===== config.mk =====
export PLATFORM = sky130hd
export DESIGN_NAME = output_sync_parameters
export DESIGN_NICKNAME = d
export VERILOG_FILES = /design/src/common/osync_pkg.sv /design/src/hw/output_sync_parameters.sv
export SDC_FILE = /design/constraint.sdc
export NUM_CORES = 2
export LEC_CHECK = 0
export BUFFER_PORTS_ARGS = -buffer_cell sky130_fd_sc_hd__buf_2
export CAP_MARGIN = 20
export CORE_MARGIN = 2
export CORE_UTILIZATION = 44
export DETAILED_ROUTE_END_ITERATION = 8
export MAX_ROUTING_LAYER = met4
export PLACE_DENSITY = 0.58
export SYNTH_ARGS = -nofsm -noshare
export SYNTH_HDL_FRONTEND = slang
export SYNTH_SLANG_ARGS = --single-unit

===== constraint.sdc =====
create_clock -name clk -period 53.7 [get_ports clk]
set_input_delay 8.055 -clock clk [delete_from_list [all_inputs] [get_ports clk]]
set_output_delay 8.055 -clock clk [all_outputs]
set_load 0.02 [all_outputs]

===== src/common/osync_pkg.sv =====
// Constants, types and register map of the output sync parameter block.
// Assumes a 250 MHz clock and an APB slave with an 8-bit byte address.
package osync_pkg;
    // ----------------------------------------
    // Clock and time base
    // ----------------------------------------
    localparam int CLK_MHZ    = 250;
    localparam int NS_PER_CLK = 1000 / CLK_MHZ;
    localparam logic [31:0] NS_STEP = 32'(NS_PER_CLK);
    // ----------------------------------------
    // Register byte offsets
    // ----------------------------------------
    localparam logic [7:0] OFF_ENTRY_COUNT = 8'h00;
    localparam logic [7:0] OFF_MODE_SELECT = 8'h04;
    localparam logic [7:0] OFF_CYCLE       = 8'h08;
    localparam logic [7:0] OFF_SHIFT       = 8'h0c;
    localparam logic [7:0] OFF_MODES_AVAIL = 8'h10;
    localparam logic [7:0] OFF_MIN_PERIOD  = 8'h14;
    localparam logic [7:0] OFF_GAP_MIN     = 8'h18;
    localparam logic [7:0] OFF_MIN_DELAY   = 8'h1c;
    localparam logic [7:0] OFF_MEAS_CTRL   = 8'h20;
    localparam logic [7:0] OFF_MAX_DELAY   = 8'h24;
    localparam logic [7:0] OFF_MISSED      = 8'h2c;
    localparam logic [7:0] OFF_OVERRUN     = 8'h30;
    localparam logic [7:0] OFF_SHORT_GAP   = 8'h34;
    localparam logic [7:0] OFF_IN_SHIFT    = 8'h40;
    localparam logic [7:0] OFF_IN_CALC     = 8'h44;
    localparam logic [7:0] OFF_IN_DELAY    = 8'h48;
    localparam logic [7:0] OFF_LATE_FLAG   = 8'h80;
    localparam logic [7:0] OFF_IRQ_STATUS  = 8'h90;
    localparam logic [7:0] OFF_IRQ_CLEAR   = 8'h94;
    localparam logic [7:0] OFF_IRQ_ENABLE  = 8'h98;
    // ----------------------------------------
    // Reset and fixed values
    // ----------------------------------------
    localparam logic [7:0]  RST_ENTRY_COUNT = 8'h20;
    localparam logic [15:0] RST_MODE_SELECT = 16'h0001;
    localparam logic [15:0] RST_MODES_AVAIL = 16'hc007;
    localparam logic [31:0] RST_MIN_DELAY   = 32'h00000000;
    localparam logic [15:0] RST_MEAS_CTRL   = 16'h0000;
    localparam logic [15:0] MEAS_START      = 16'h0001;
    localparam logic [15:0] MODE_LIMIT      = 16'h0004;
    // ----------------------------------------
    // Interrupt bit positions
    // ----------------------------------------
    localparam int IRQ_W       = 4;
    localparam int IRQ_MISSED  = 0;
    localparam int IRQ_OVERRUN = 1;
    localparam int IRQ_SHORT   = 2;
    localparam int IRQ_LATE    = 3;
    // ----------------------------------------
    // Types
    // ----------------------------------------
    typedef enum logic [1:0] {
        MODE_LOCAL_TIMER = 2'b00,
        MODE_BUFFER_EVT  = 2'b01,
        MODE_FIRST_PULSE = 2'b10,
        MODE_SECOND_PULSE = 2'b11
    } sync_mode_e;
    typedef struct packed {
        logic run_state;
        logic output_buffer_manager;
        logic first_clock_pulse;
        logic second_clock_pulse;
        logic outputs_driven;
        logic inputs_latched;
        logic inputs_ready;
    } sync_evt_s;
    localparam int EVT_W = $bits(sync_evt_s);
endpackage


===== src/hw/output_sync_parameters.sv =====
// Output synchronization parameter object with timing measurement and error counters.
// Assumes an APB master on clk and asynchronous event pins that need synchronising.
//
// The register addresses and the APB interface to the registers were decided locally.
`timescale 1ns/1ns
module output_sync_parameters
    import osync_pkg::*;
(
    // Clock and reset
    input  wire logic        clk,
    input  wire logic        sys_rst,
    // APB slave
    input  wire logic        psel,
    input  wire logic        penable,
    input  wire logic        pwrite,
    input  wire logic [7:0]  paddr,
    input  wire logic [31:0] pwdata,
    output logic      [31:0] prdata,
    output logic             pready,
    output logic             pslverr,
    // Asynchronous event pins
    input  wire sync_evt_s   evt_pin,
    // Block outputs
    output logic             local_cycle_tick,
    output logic             irq
);
    // ----------------------------------------
    // Pin synchronisers
    // ----------------------------------------
    logic [EVT_W-1:0] meta_ff;
    logic [EVT_W-1:0] sync_ff;
    logic [EVT_W-1:0] prev_ff;
    sync_evt_s        lvl;
    sync_evt_s        rise;

    generate
        for (genvar i = 0; i < EVT_W; i++) begin : g_sync
            always_ff @(posedge clk or posedge sys_rst) begin
                if (sys_rst) begin
                    meta_ff[i] <= 1'b0;
                    sync_ff[i] <= 1'b0;
                    prev_ff[i] <= 1'b0;
                end else begin
                    meta_ff[i] <= evt_pin[i];
                    sync_ff[i] <= meta_ff[i];
                    prev_ff[i] <= sync_ff[i];
                end
            end
        end
    endgenerate

    assign lvl  = sync_ff;
    assign rise = sync_ff & ~prev_ff;

    // ----------------------------------------
    // Helpers
    // ----------------------------------------
    function automatic logic [31:0] max32(input logic [31:0] a, input logic [31:0] b);
        max32 = (b > a) ? b : a;
    endfunction

    function automatic logic [15:0] sat_inc(input logic [15:0] v);
        sat_inc = (v == 16'hffff) ? v : v + 16'h0001;
    endfunction

    // ----------------------------------------
    // Register write path
    // ----------------------------------------
    logic              wr_en;
    logic [15:0]       mode_ff;
    logic [31:0]       cycle_ff;
    logic [15:0]       ctrl_ff;
    logic [IRQ_W-1:0]  irq_en_ff;
    logic [IRQ_W-1:0]  irq_stat_ff;
    logic [IRQ_W-1:0]  irq_evt;
    logic              meas_restart;
    sync_mode_e        mode;
    logic              dc_mode;
    logic              measuring;

    assign pready = 1'b1;
    assign wr_en  = psel & penable & pwrite;

    function automatic logic wr_hit(input logic [7:0] off);
        wr_hit = wr_en && (paddr == off);
    endfunction

    always_ff @(posedge clk or posedge sys_rst) begin
        if (sys_rst) begin
            mode_ff <= RST_MODE_SELECT;
        end else if (wr_hit(OFF_MODE_SELECT) && pwdata[15:0] < MODE_LIMIT) begin
            // Unsupported mode values are dropped so the running mode stays valid
            mode_ff <= pwdata[15:0];
        end
    end

    always_ff @(posedge clk or posedge sys_rst) begin
        if (sys_rst) begin
            cycle_ff <= 32'h00000000;
        end else if (wr_hit(OFF_CYCLE)) begin
            cycle_ff <= pwdata;
        end
    end

    always_ff @(posedge clk or posedge sys_rst) begin
        if (sys_rst) begin
            ctrl_ff <= RST_MEAS_CTRL;
        end else if (wr_hit(OFF_MEAS_CTRL)) begin
            ctrl_ff <= pwdata[15:0];
        end
    end

    always_ff @(posedge clk or posedge sys_rst) begin
        if (sys_rst) begin
            irq_en_ff <= '0;
        end else if (wr_hit(OFF_IRQ_ENABLE)) begin
            irq_en_ff <= pwdata[IRQ_W-1:0];
        end
    end

    // A new event wins over a clear in the same cycle
    always_ff @(posedge clk or posedge sys_rst) begin
        if (sys_rst) begin
            irq_stat_ff <= '0;
        end else if (wr_hit(OFF_IRQ_CLEAR)) begin
            irq_stat_ff <= (irq_stat_ff & ~pwdata[IRQ_W-1:0]) | irq_evt;
        end else begin
            irq_stat_ff <= irq_stat_ff | irq_evt;
        end
    end

    assign irq          = |(irq_stat_ff & irq_en_ff);
    assign mode         = sync_mode_e'(mode_ff[1:0]);
    assign dc_mode      = mode_ff[1];
    assign measuring    = (ctrl_ff == MEAS_START);
    assign meas_restart = wr_hit(OFF_MEAS_CTRL) && (pwdata[15:0] == MEAS_START);

    // ----------------------------------------
    // Time base and local timer
    // ----------------------------------------
    logic [31:0] now_ff;
    logic [31:0] acc_ff;
    logic        tick_ff;
    logic [32:0] acc_next;

    always_ff @(posedge clk or posedge sys_rst) begin
        if (sys_rst) begin
            now_ff <= 32'h00000000;
        end else begin
            now_ff <= now_ff + NS_STEP;
        end
    end

    assign acc_next = {1'b0, acc_ff} + {1'b0, NS_STEP};

    // Period zero leaves the timer idle rather than ticking every cycle
    always_ff @(posedge clk or posedge sys_rst) begin
        if (sys_rst) begin
            acc_ff  <= 32'h00000000;
            tick_ff <= 1'b0;
        end else if (mode != MODE_LOCAL_TIMER || cycle_ff == 32'h00000000) begin
            acc_ff  <= 32'h00000000;
            tick_ff <= 1'b0;
        end else if (acc_next >= {1'b0, cycle_ff}) begin
            acc_ff  <= 32'h00000000;
            tick_ff <= 1'b1;
        end else begin
            acc_ff  <= acc_next[31:0];
            tick_ff <= 1'b0;
        end
    end

    assign local_cycle_tick = tick_ff;

    // ----------------------------------------
    // Cycle tracking and timestamps
    // ----------------------------------------
    logic        cycle_start;
    logic        pend_ff;
    logic        seen_ff;
    logic        armed_ff;
    logic [31:0] t0_ff;
    logic [31:0] t1_ff;
    logic [31:0] tstart_ff;
    logic [31:0] tbuf_ff;
    logic [31:0] tlatch_ff;

    always_comb begin
        case (mode)
            MODE_LOCAL_TIMER: cycle_start = tick_ff;
            MODE_BUFFER_EVT:  cycle_start = rise.output_buffer_manager;
            default:          cycle_start = rise.first_clock_pulse;
        endcase
    end

    // Outputs still owed for the current cycle
    always_ff @(posedge clk or posedge sys_rst) begin
        if (sys_rst) begin
            pend_ff <= 1'b0;
        end else if (cycle_start) begin
            pend_ff <= 1'b1;
        end else if (rise.outputs_driven) begin
            pend_ff <= 1'b0;
        end
    end

    always_ff @(posedge clk or posedge sys_rst) begin
        if (sys_rst) begin
            seen_ff  <= 1'b0;
            armed_ff <= 1'b0;
        end else if (rise.first_clock_pulse) begin
            seen_ff  <= 1'b0;
            armed_ff <= 1'b1;
        end else if (rise.output_buffer_manager) begin
            seen_ff  <= 1'b1;
        end
    end

    always_ff @(posedge clk or posedge sys_rst) begin
        if (sys_rst) begin
            t0_ff     <= 32'h00000000;
            t1_ff     <= 32'h00000000;
            tstart_ff <= 32'h00000000;
            tbuf_ff   <= 32'h00000000;
            tlatch_ff <= 32'h00000000;
        end else begin
            if (rise.first_clock_pulse)     t0_ff     <= now_ff;
            if (rise.second_clock_pulse)    t1_ff     <= now_ff;
            if (cycle_start)                tstart_ff <= now_ff;
            if (rise.output_buffer_manager) tbuf_ff   <= now_ff;
            if (rise.inputs_latched)        tlatch_ff <= now_ff;
        end
    end

    // ----------------------------------------
    // Measured maxima
    // ----------------------------------------
    logic [31:0] shift_ff;
    logic [31:0] min_period_ff;
    logic [31:0] gap_min_ff;
    logic [31:0] max_delay_ff;
    logic [31:0] in_shift_ff;
    logic [31:0] in_calc_ff;
    logic [31:0] in_delay_ff;

    // Maxima only move forward while measuring; a restart wipes them first
    always_ff @(posedge clk or posedge sys_rst) begin
        if (sys_rst) begin
            shift_ff      <= 32'h00000000;
            min_period_ff <= 32'h00000000;
            gap_min_ff    <= 32'h00000000;
            max_delay_ff  <= 32'h00000000;
        end else if (meas_restart) begin
            shift_ff      <= 32'h00000000;
            min_period_ff <= 32'h00000000;
            gap_min_ff    <= 32'h00000000;
            max_delay_ff  <= 32'h00000000;
        end else if (measuring && rise.outputs_driven) begin
            min_period_ff <= max32(min_period_ff, now_ff - tstart_ff);
            if (dc_mode) begin
                shift_ff     <= max32(shift_ff, now_ff - t0_ff);
                max_delay_ff <= max32(max_delay_ff, now_ff - t1_ff);
                gap_min_ff   <= max32(gap_min_ff, now_ff - tbuf_ff);
            end
        end
    end

    always_ff @(posedge clk or posedge sys_rst) begin
        if (sys_rst) begin
            in_shift_ff <= 32'h00000000;
            in_calc_ff  <= 32'h00000000;
            in_delay_ff <= 32'h00000000;
        end else if (meas_restart) begin
            in_shift_ff <= 32'h00000000;
            in_calc_ff  <= 32'h00000000;
            in_delay_ff <= 32'h00000000;
        end else if (measuring && dc_mode) begin
            if (rise.inputs_latched) begin
                in_shift_ff <= max32(in_shift_ff, now_ff - t0_ff);
                in_delay_ff <= max32(in_delay_ff, now_ff - t1_ff);
            end
            if (rise.inputs_ready) begin
                in_calc_ff  <= max32(in_calc_ff, now_ff - tlatch_ff);
            end
        end
    end

    // ----------------------------------------
    // Error counters and late flag
    // ----------------------------------------
    logic [15:0] missed_ff;
    logic [15:0] overrun_ff;
    logic [15:0] short_ff;
    logic        late_ff;
    logic        miss_evt;
    logic        over_evt;
    logic        short_evt;
    logic        late_evt;

    // A buffer event coinciding with the pulse still counts as seen
    assign miss_evt  = lvl.run_state && dc_mode && rise.first_clock_pulse && armed_ff
                       && !seen_ff && !rise.output_buffer_manager;
    assign over_evt  = lvl.run_state && cycle_start && pend_ff;
    assign short_evt = dc_mode && rise.second_clock_pulse && ((now_ff - t0_ff) < gap_min_ff);
    assign late_evt  = dc_mode && rise.first_clock_pulse && pend_ff;

    always_comb begin
        irq_evt              = '0;
        irq_evt[IRQ_MISSED]  = miss_evt;
        irq_evt[IRQ_OVERRUN] = over_evt;
        irq_evt[IRQ_SHORT]   = short_evt;
        irq_evt[IRQ_LATE]    = late_evt;
    end

    // Counters saturate so a wrap cannot hide a long error burst
    always_ff @(posedge clk or posedge sys_rst) begin
        if (sys_rst) begin
            missed_ff <= 16'h0000;
        end else if (miss_evt) begin
            missed_ff <= sat_inc(missed_ff);
        end
    end

    always_ff @(posedge clk or posedge sys_rst) begin
        if (sys_rst) begin
            overrun_ff <= 16'h0000;
        end else if (over_evt) begin
            overrun_ff <= sat_inc(overrun_ff);
        end
    end

    always_ff @(posedge clk or posedge sys_rst) begin
        if (sys_rst) begin
            short_ff <= 16'h0000;
        end else if (short_evt) begin
            short_ff <= sat_inc(short_ff);
        end
    end

    always_ff @(posedge clk or posedge sys_rst) begin
        if (sys_rst) begin
            late_ff <= 1'b0;
        end else if (!dc_mode) begin
            late_ff <= 1'b0;
        end else if (rise.first_clock_pulse) begin
            late_ff <= pend_ff;
        end
    end

    // ----------------------------------------
    // Read path
    // ----------------------------------------
    logic [31:0] nxt_prdata;
    logic        nxt_err;
    logic [31:0] prdata_ff;
    logic        err_ff;

    // Read-only entries are decoded as mapped, so writes to them answer without error
    always_comb begin
        nxt_prdata = 32'h00000000;
        nxt_err    = 1'b0;
        case (paddr)
            OFF_ENTRY_COUNT: nxt_prdata = {24'h000000, RST_ENTRY_COUNT};
            OFF_MODE_SELECT: nxt_prdata = {16'h0000, mode_ff};
            OFF_CYCLE:       nxt_prdata = cycle_ff;
            OFF_SHIFT:       nxt_prdata = shift_ff;
            OFF_MODES_AVAIL: nxt_prdata = {16'h0000, RST_MODES_AVAIL};
            OFF_MIN_PERIOD:  nxt_prdata = min_period_ff;
            OFF_GAP_MIN:     nxt_prdata = gap_min_ff;
            OFF_MIN_DELAY:   nxt_prdata = RST_MIN_DELAY;
            OFF_MEAS_CTRL:   nxt_prdata = {16'h0000, ctrl_ff};
            OFF_MAX_DELAY:   nxt_prdata = max_delay_ff;
            OFF_MISSED:      nxt_prdata = {16'h0000, missed_ff};
            OFF_OVERRUN:     nxt_prdata = {16'h0000, overrun_ff};
            OFF_SHORT_GAP:   nxt_prdata = {16'h0000, short_ff};
            OFF_IN_SHIFT:    nxt_prdata = in_shift_ff;
            OFF_IN_CALC:     nxt_prdata = in_calc_ff;
            OFF_IN_DELAY:    nxt_prdata = in_delay_ff;
            OFF_LATE_FLAG:   nxt_prdata = {31'h00000000, late_ff};
            OFF_IRQ_STATUS:  nxt_prdata = {{(32-IRQ_W){1'b0}}, irq_stat_ff};
            OFF_IRQ_CLEAR:   nxt_prdata = 32'h00000000;
            OFF_IRQ_ENABLE:  nxt_prdata = {{(32-IRQ_W){1'b0}}, irq_en_ff};
            default:         nxt_err    = 1'b1;
        endcase
    end

    // Captured in the setup cycle so data and error come from flops in the access cycle
    always_ff @(posedge clk or posedge sys_rst) begin
        if (sys_rst) begin
            prdata_ff <= 32'h00000000;
            err_ff    <= 1'b0;
        end else if (psel && !penable) begin
            prdata_ff <= pwrite ? 32'h00000000 : nxt_prdata;
            err_ff    <= nxt_err;
        end
    end

    assign prdata  = prdata_ff;
    assign pslverr = err_ff & psel & penable;
endmodule


# Yosys cells after proc, flatten, opt, wreduce, memory -nomap -nowiden
# Cells that the tools add are included.
[op_classes] n_lt_le_gt_ge=10 n_addsub=10 shift=0 eq_ne=26 n_reduce_logical=55 multipliers=0 n_mux=42 n_bitwise=14 div_mod_pow=0
[op_table] cell="32-bit 2-to-1 mux" count=30
[op_table] cell="32-bit case mux with 18 select lines" count=1
[op_table] cell="32-bit greater-than comparator" count=7
[op_table] cell="32-bit subtractor" count=5
[op_table] cell="16-bit by 1-bit adder with 16-bit output, second input constant" count=3
[op_table] cell="16-bit equality test, second input constant" count=3
[op_table] cell="8-bit by 6-bit equality test with 1-bit output, second input constant" count=5
[op_table] cell="32-bit by 3-bit adder with 33-bit output, second input constant" count=1
[op_table] cell="33-bit by 32-bit greater-or-equal comparator with 1-bit output" count=1
[op_table] cell="32-bit by 3-bit adder with 32-bit output, second input constant" count=1
[op_table] cell="16-bit by 1-bit equality test with 1-bit output, second input constant" count=2
[op_table] cell="8-bit by 5-bit equality test with 1-bit output, second input constant" count=4
[op_table] cell="8-bit equality test, second input constant" count=4
[op_table] cell="32-bit logical NOT" count=1
[op_table] cell="32-bit < comparator" count=1
[op_table] cell="2-bit nonzero test" count=15
[op_table] cell="8-bit by 7-bit equality test with 1-bit output, second input constant" count=3
[op_table] cell="1-bit logical AND" count=21
[op_table] cell="20-bit OR reduction" count=1
[op_table] cell="3-bit AND reduction" count=6
[op_table] cell="8-bit by 4-bit equality test with 1-bit output, second input constant" count=2
[op_table] cell="16-bit by 3-bit < comparator with 1-bit output, second input constant" count=1
[op_table] cell="1-bit 2-to-1 mux" count=9
[op_table] cell="4-bit bitwise AND" count=2
[op_table] cell="17 further kinds" count=28
[totals] ramBits=0 latch_bits=0 ff_bits=626 out_inout_bits=36 wordCells=206 n_memories=0 romBits=0

# Logic depth before layout (Yosys ltp)
[logic_depth] depth_word=8 ltp_mapped=24 depth_no_buf=22

# Worst setup path after synthesis
# Ideal clock, no wire load.
[synth_timing] kind="in2out" from="input psel" to="output pslverr" arrival_time_ns=8.301 slack_ns=37.344 cell_stages=1 cell_sequence="and3_1"
[synth_via] elab_chain_cells=2
[synth_lines] element="start, declared" line_no="output_sync_parameters.sv:13" source="input wire logic psel,"
[synth_lines] element="1-bit bitwise AND (2 in a row)" line_no="output_sync_parameters.sv:399" source="assign pslverr = err_ff & psel & penable;"
[synth_lines] element="end, declared" line_no="output_sync_parameters.sv:20" source="output logic pslverr,"
# No other way between the ends.

# Final worst setup path
# Same ends and word-level chain as after synthesis.

==> impl_metrics.toml <==
[floorplan]
die_w_um = 304
core_area_um2 = 89700
initial_core_util_pct = 44.2
die-area_um2 = 92600
io_pins = 88
row_count = 110
die_h_um = 304

[synth]
syn_area_um2 = 39700
ys_top_cells_by_area = "dfrtp_1, ha_1, inv_1"
yosysWarnings = 0
synthFlopType = "dfrtp_1"
synth_top_cell_area_share_pct = 37.6
synth_nets = 4781
post-synth-top-area-cell = "dfrtp_1"
syn_inst = 4305
synth_seq_cells = 598
synth_edf_count = 0
postSynthAreaPerCell_um2 = 9.22
ys_seq_area_share_pct = 37.7
synthArstFlopShare_pct = 100
synth_cell_type_count = 83

[power_and_ir_drop]
powerDensity_nw_per_um2 = 25.5
power.internal_mw = 0.817
total_power_mw = 1.12
power_frac_clock_pct = 46.0
switching_share_pct = 27.2
seqPwrFrac_pct = 42.1
p_leak_nw = 22.6
p_switching_mw = 0.305
vdd.ir_drop.worst_v = 0.0000207
p_comb_share_pct = 11.9

[clock_tree]
hold_buffers = 0
cts-buffers-inserted = 75
cts.clk_slew.worst_paths_ps = 60
cts_sinks = 598
insertion_delay_ps = 640
ctsResizeCount = 0
htree_levels = 3
post_cts_buffers = 0
clock_tree.root_cell = "clkbuf_16"
clockBufferDepth = 3
cts_tree = "built"

[final_layout]
nFillCells = 8491
final_cell_mix = "dfrtp_1, inv_1, ha_1"
final_common_cell = "dfrtp_1"
seqCellArea_um2 = 15000
multiInputGateArea_um2 = 22600
drive_gt1_share_pct = 9.73
nets = 4839
antenna_cells = 0
area_growth_pct = 11.0

[grt]
overflow = 0
grt_pass1_wl_um = 194000
grt_max_degree = 151
antenna_found_initial = 0
grt_use_met1_pct = 38.9
use_met2_pct = 42.5
top_usage_layer = "met2"
first_global_vias = 31298
grt_util_met3_pct = 3.86
grt_usage_pct = 28.1

[sta]
post-route-period-util_pct = 30.8
grt_setup_unrepaired = "false"
fmax_mhz = 60.5
setup_violations = 0
fin_skew_ps = 32.5
tightest_slew_ps = 1060
maxSlewHeadroom_pct = 29.3
finalCriticalPeriod_ps = 16530
fin_setup_tns_ps = 0
finalMaxSlewViolations = 0
final-hold-violation-count = 0

[route]
vias_per_cell = 5.80
routedWlPerCell_um = 22.7
dr.pass1.iters = 6
final_antenna_net_count = 0
wirelength_um = 127000
drcViolationCount = 0
drtIter0Drc = 2868
routed-via-count = 32430

[critical_path]
cp.required_ps = 45650
start_kind = "input port"
cp.arrival_ps = 8480
path_class = "in -> out"
critPathMaxFanout = 4
cp-end-kind = "primary output"

[min_path]
hold_class = "reg -> reg"

[place]
dp_hpwl_um = 96600
place_congestion = 0.945
port_buffers = 86

[job]
drv_cap = 0

[status]
outcome = "completed"
==> through the flow <==
step	hold slack [ps]	utilization (%)	instances	worst slack [ps]	area (µm²)
6_report	343	49.1	5595	37170	44100
2_1_floorplan	331	-	4305	28910	39700
4_1_cts	346	49.0	5592	37170	44000
3_3_place_gp	332	46.2	5459	37160	41500
5_1_grt	350	49.1	5595	37140	44100
3_5_place_dp	335	46.2	5459	37170	41500
==> flip-flops by register name, indices dropped and copies added (netlist names), 30 cells and up <==
register,flops
in_calc_ff,30
cycle_ff,32
min_period_ff,30
t0_ff,30
gap_min_ff,30
max_delay_ff,30
acc_ff,30
prdata,32
now_ff,30
shift_ff,30
in_delay_ff,30
tbuf_ff,30
tstart_ff,30
in_shift_ff,30
t1_ff,30
tlatch_ff,30
==> synth_stat cells (18+ instances only) <==
master and n:
a211oi_1 30, and3_1 37, xor2_1 74, nor2_1 380, o21a_1 46, a22oi_1 108
nor3_1 45, dfrtp_1 597, a31oi_1 25, clkbuf_1 130, nand4_1 111, o21ai_0 197
nor4_1 28, nand3_1 94, nand2_1 295, mux2_2 114, and2_1 24, a21oi_1 238
nand2b_1 22, nor2b_1 88, inv_1 425, or3_1 18, a221oi_1 23, ha_1 419
a21o_1 160, a22o_1 61, xnor2_1 157, mux2i_1 119
==> power groups by stage <==
| stage | sequential (mW) | combinational (mW) | clock, mW |
|---|---|---|---|
| 2_1_floorplan | 0.476 | 0.0885 | 0 |
| 3_3_place_gp | 0.480 | 0.129 | 0 |
| 3_5_place_dp | 0.480 | 0.131 | 0 |
| 4_1_cts | 0.472 | 0.132 | 0.528 |
| 5_1_grt | 0.473 | 0.148 | 0.547 |
| 6_report | 0.473 | 0.133 | 0.517 |
==> cell type report <==
cell class	instances	share of cell area, %
Clock inverter	21	0.619
Inverter	425	3.64
Sequential cell	598	34.0
Timing Repair Buffer	139	2.05
Multi-Input combinational cell	3124	51.3
Tap cell	1176	3.34
Clock buffer	112	5.04
==> layer usage <==
| metal | share of wire, % | wire [µm] | up-vias |
|---|---|---|---|
| li1 | - | - | 15364 |
| met2 | 44 | 56000 | 1001 |
| met3 | 6.3 | 7970 | 193 |
| met5 | 0 | 0 | - |
| met1 | 46 | 58800 | 15872 |
| met4 | 3.3 | 4180 | 0 |
==> path summary, 6_finish.rpt <==
| kind | start | end | slack (ps) | depth (start not counted) |
|---|---|---|---|---|
| min reg2reg | meta_ff[2]$_DFF_PP0_ | lvl[2]$_DFF_PP0_ | 340 | 0 |
| min in group asynchronous | sys_rst | overrun_ff[4]$_DFFE_PP0P_ | 7540 | 2 |
| max in group asynchronous | sys_rst | in_shift_ff[31]$_DFFE_PP0P_ | 43420 | 6 |
| max reg2reg | now_ff[2]$_DFF_PP0_ | in_calc_ff[29]$_DFFE_PP0P_ | 46980 | 23 |
| max | psel | pslverr | 37170 | 3 |
| min | meta_ff[2]$_DFF_PP0_ | lvl[2]$_DFF_PP0_ | 340 | 0 |
==> cells by family (layout without fill, tap and decap cells) <==
group | count (synthesis) | count (layout) | synth area share (%)
AO/OA/AOI/OAI | 1042 | 1042 | 17.6
flip-flops | 598 | 598 | 37.7
AND/OR/NAND/NOR | 1193 | 1193 | 14.3
multiplexers | 233 | 233 | 6.24
adder cells (fa/ha/maj) | 424 | 424 | 13.5
buffers and inverters | 583 | 697 | 5.60
XOR/XNOR | 231 | 231 | 5.10
other | 1 | 1 | 0.00945
==> worst max-delay path, cell delays in order <==
cell and delay (ps):
buf_2 120, and3_1 150, buf_2 150
Note: power is estimated with default switching activity, not from simulation.
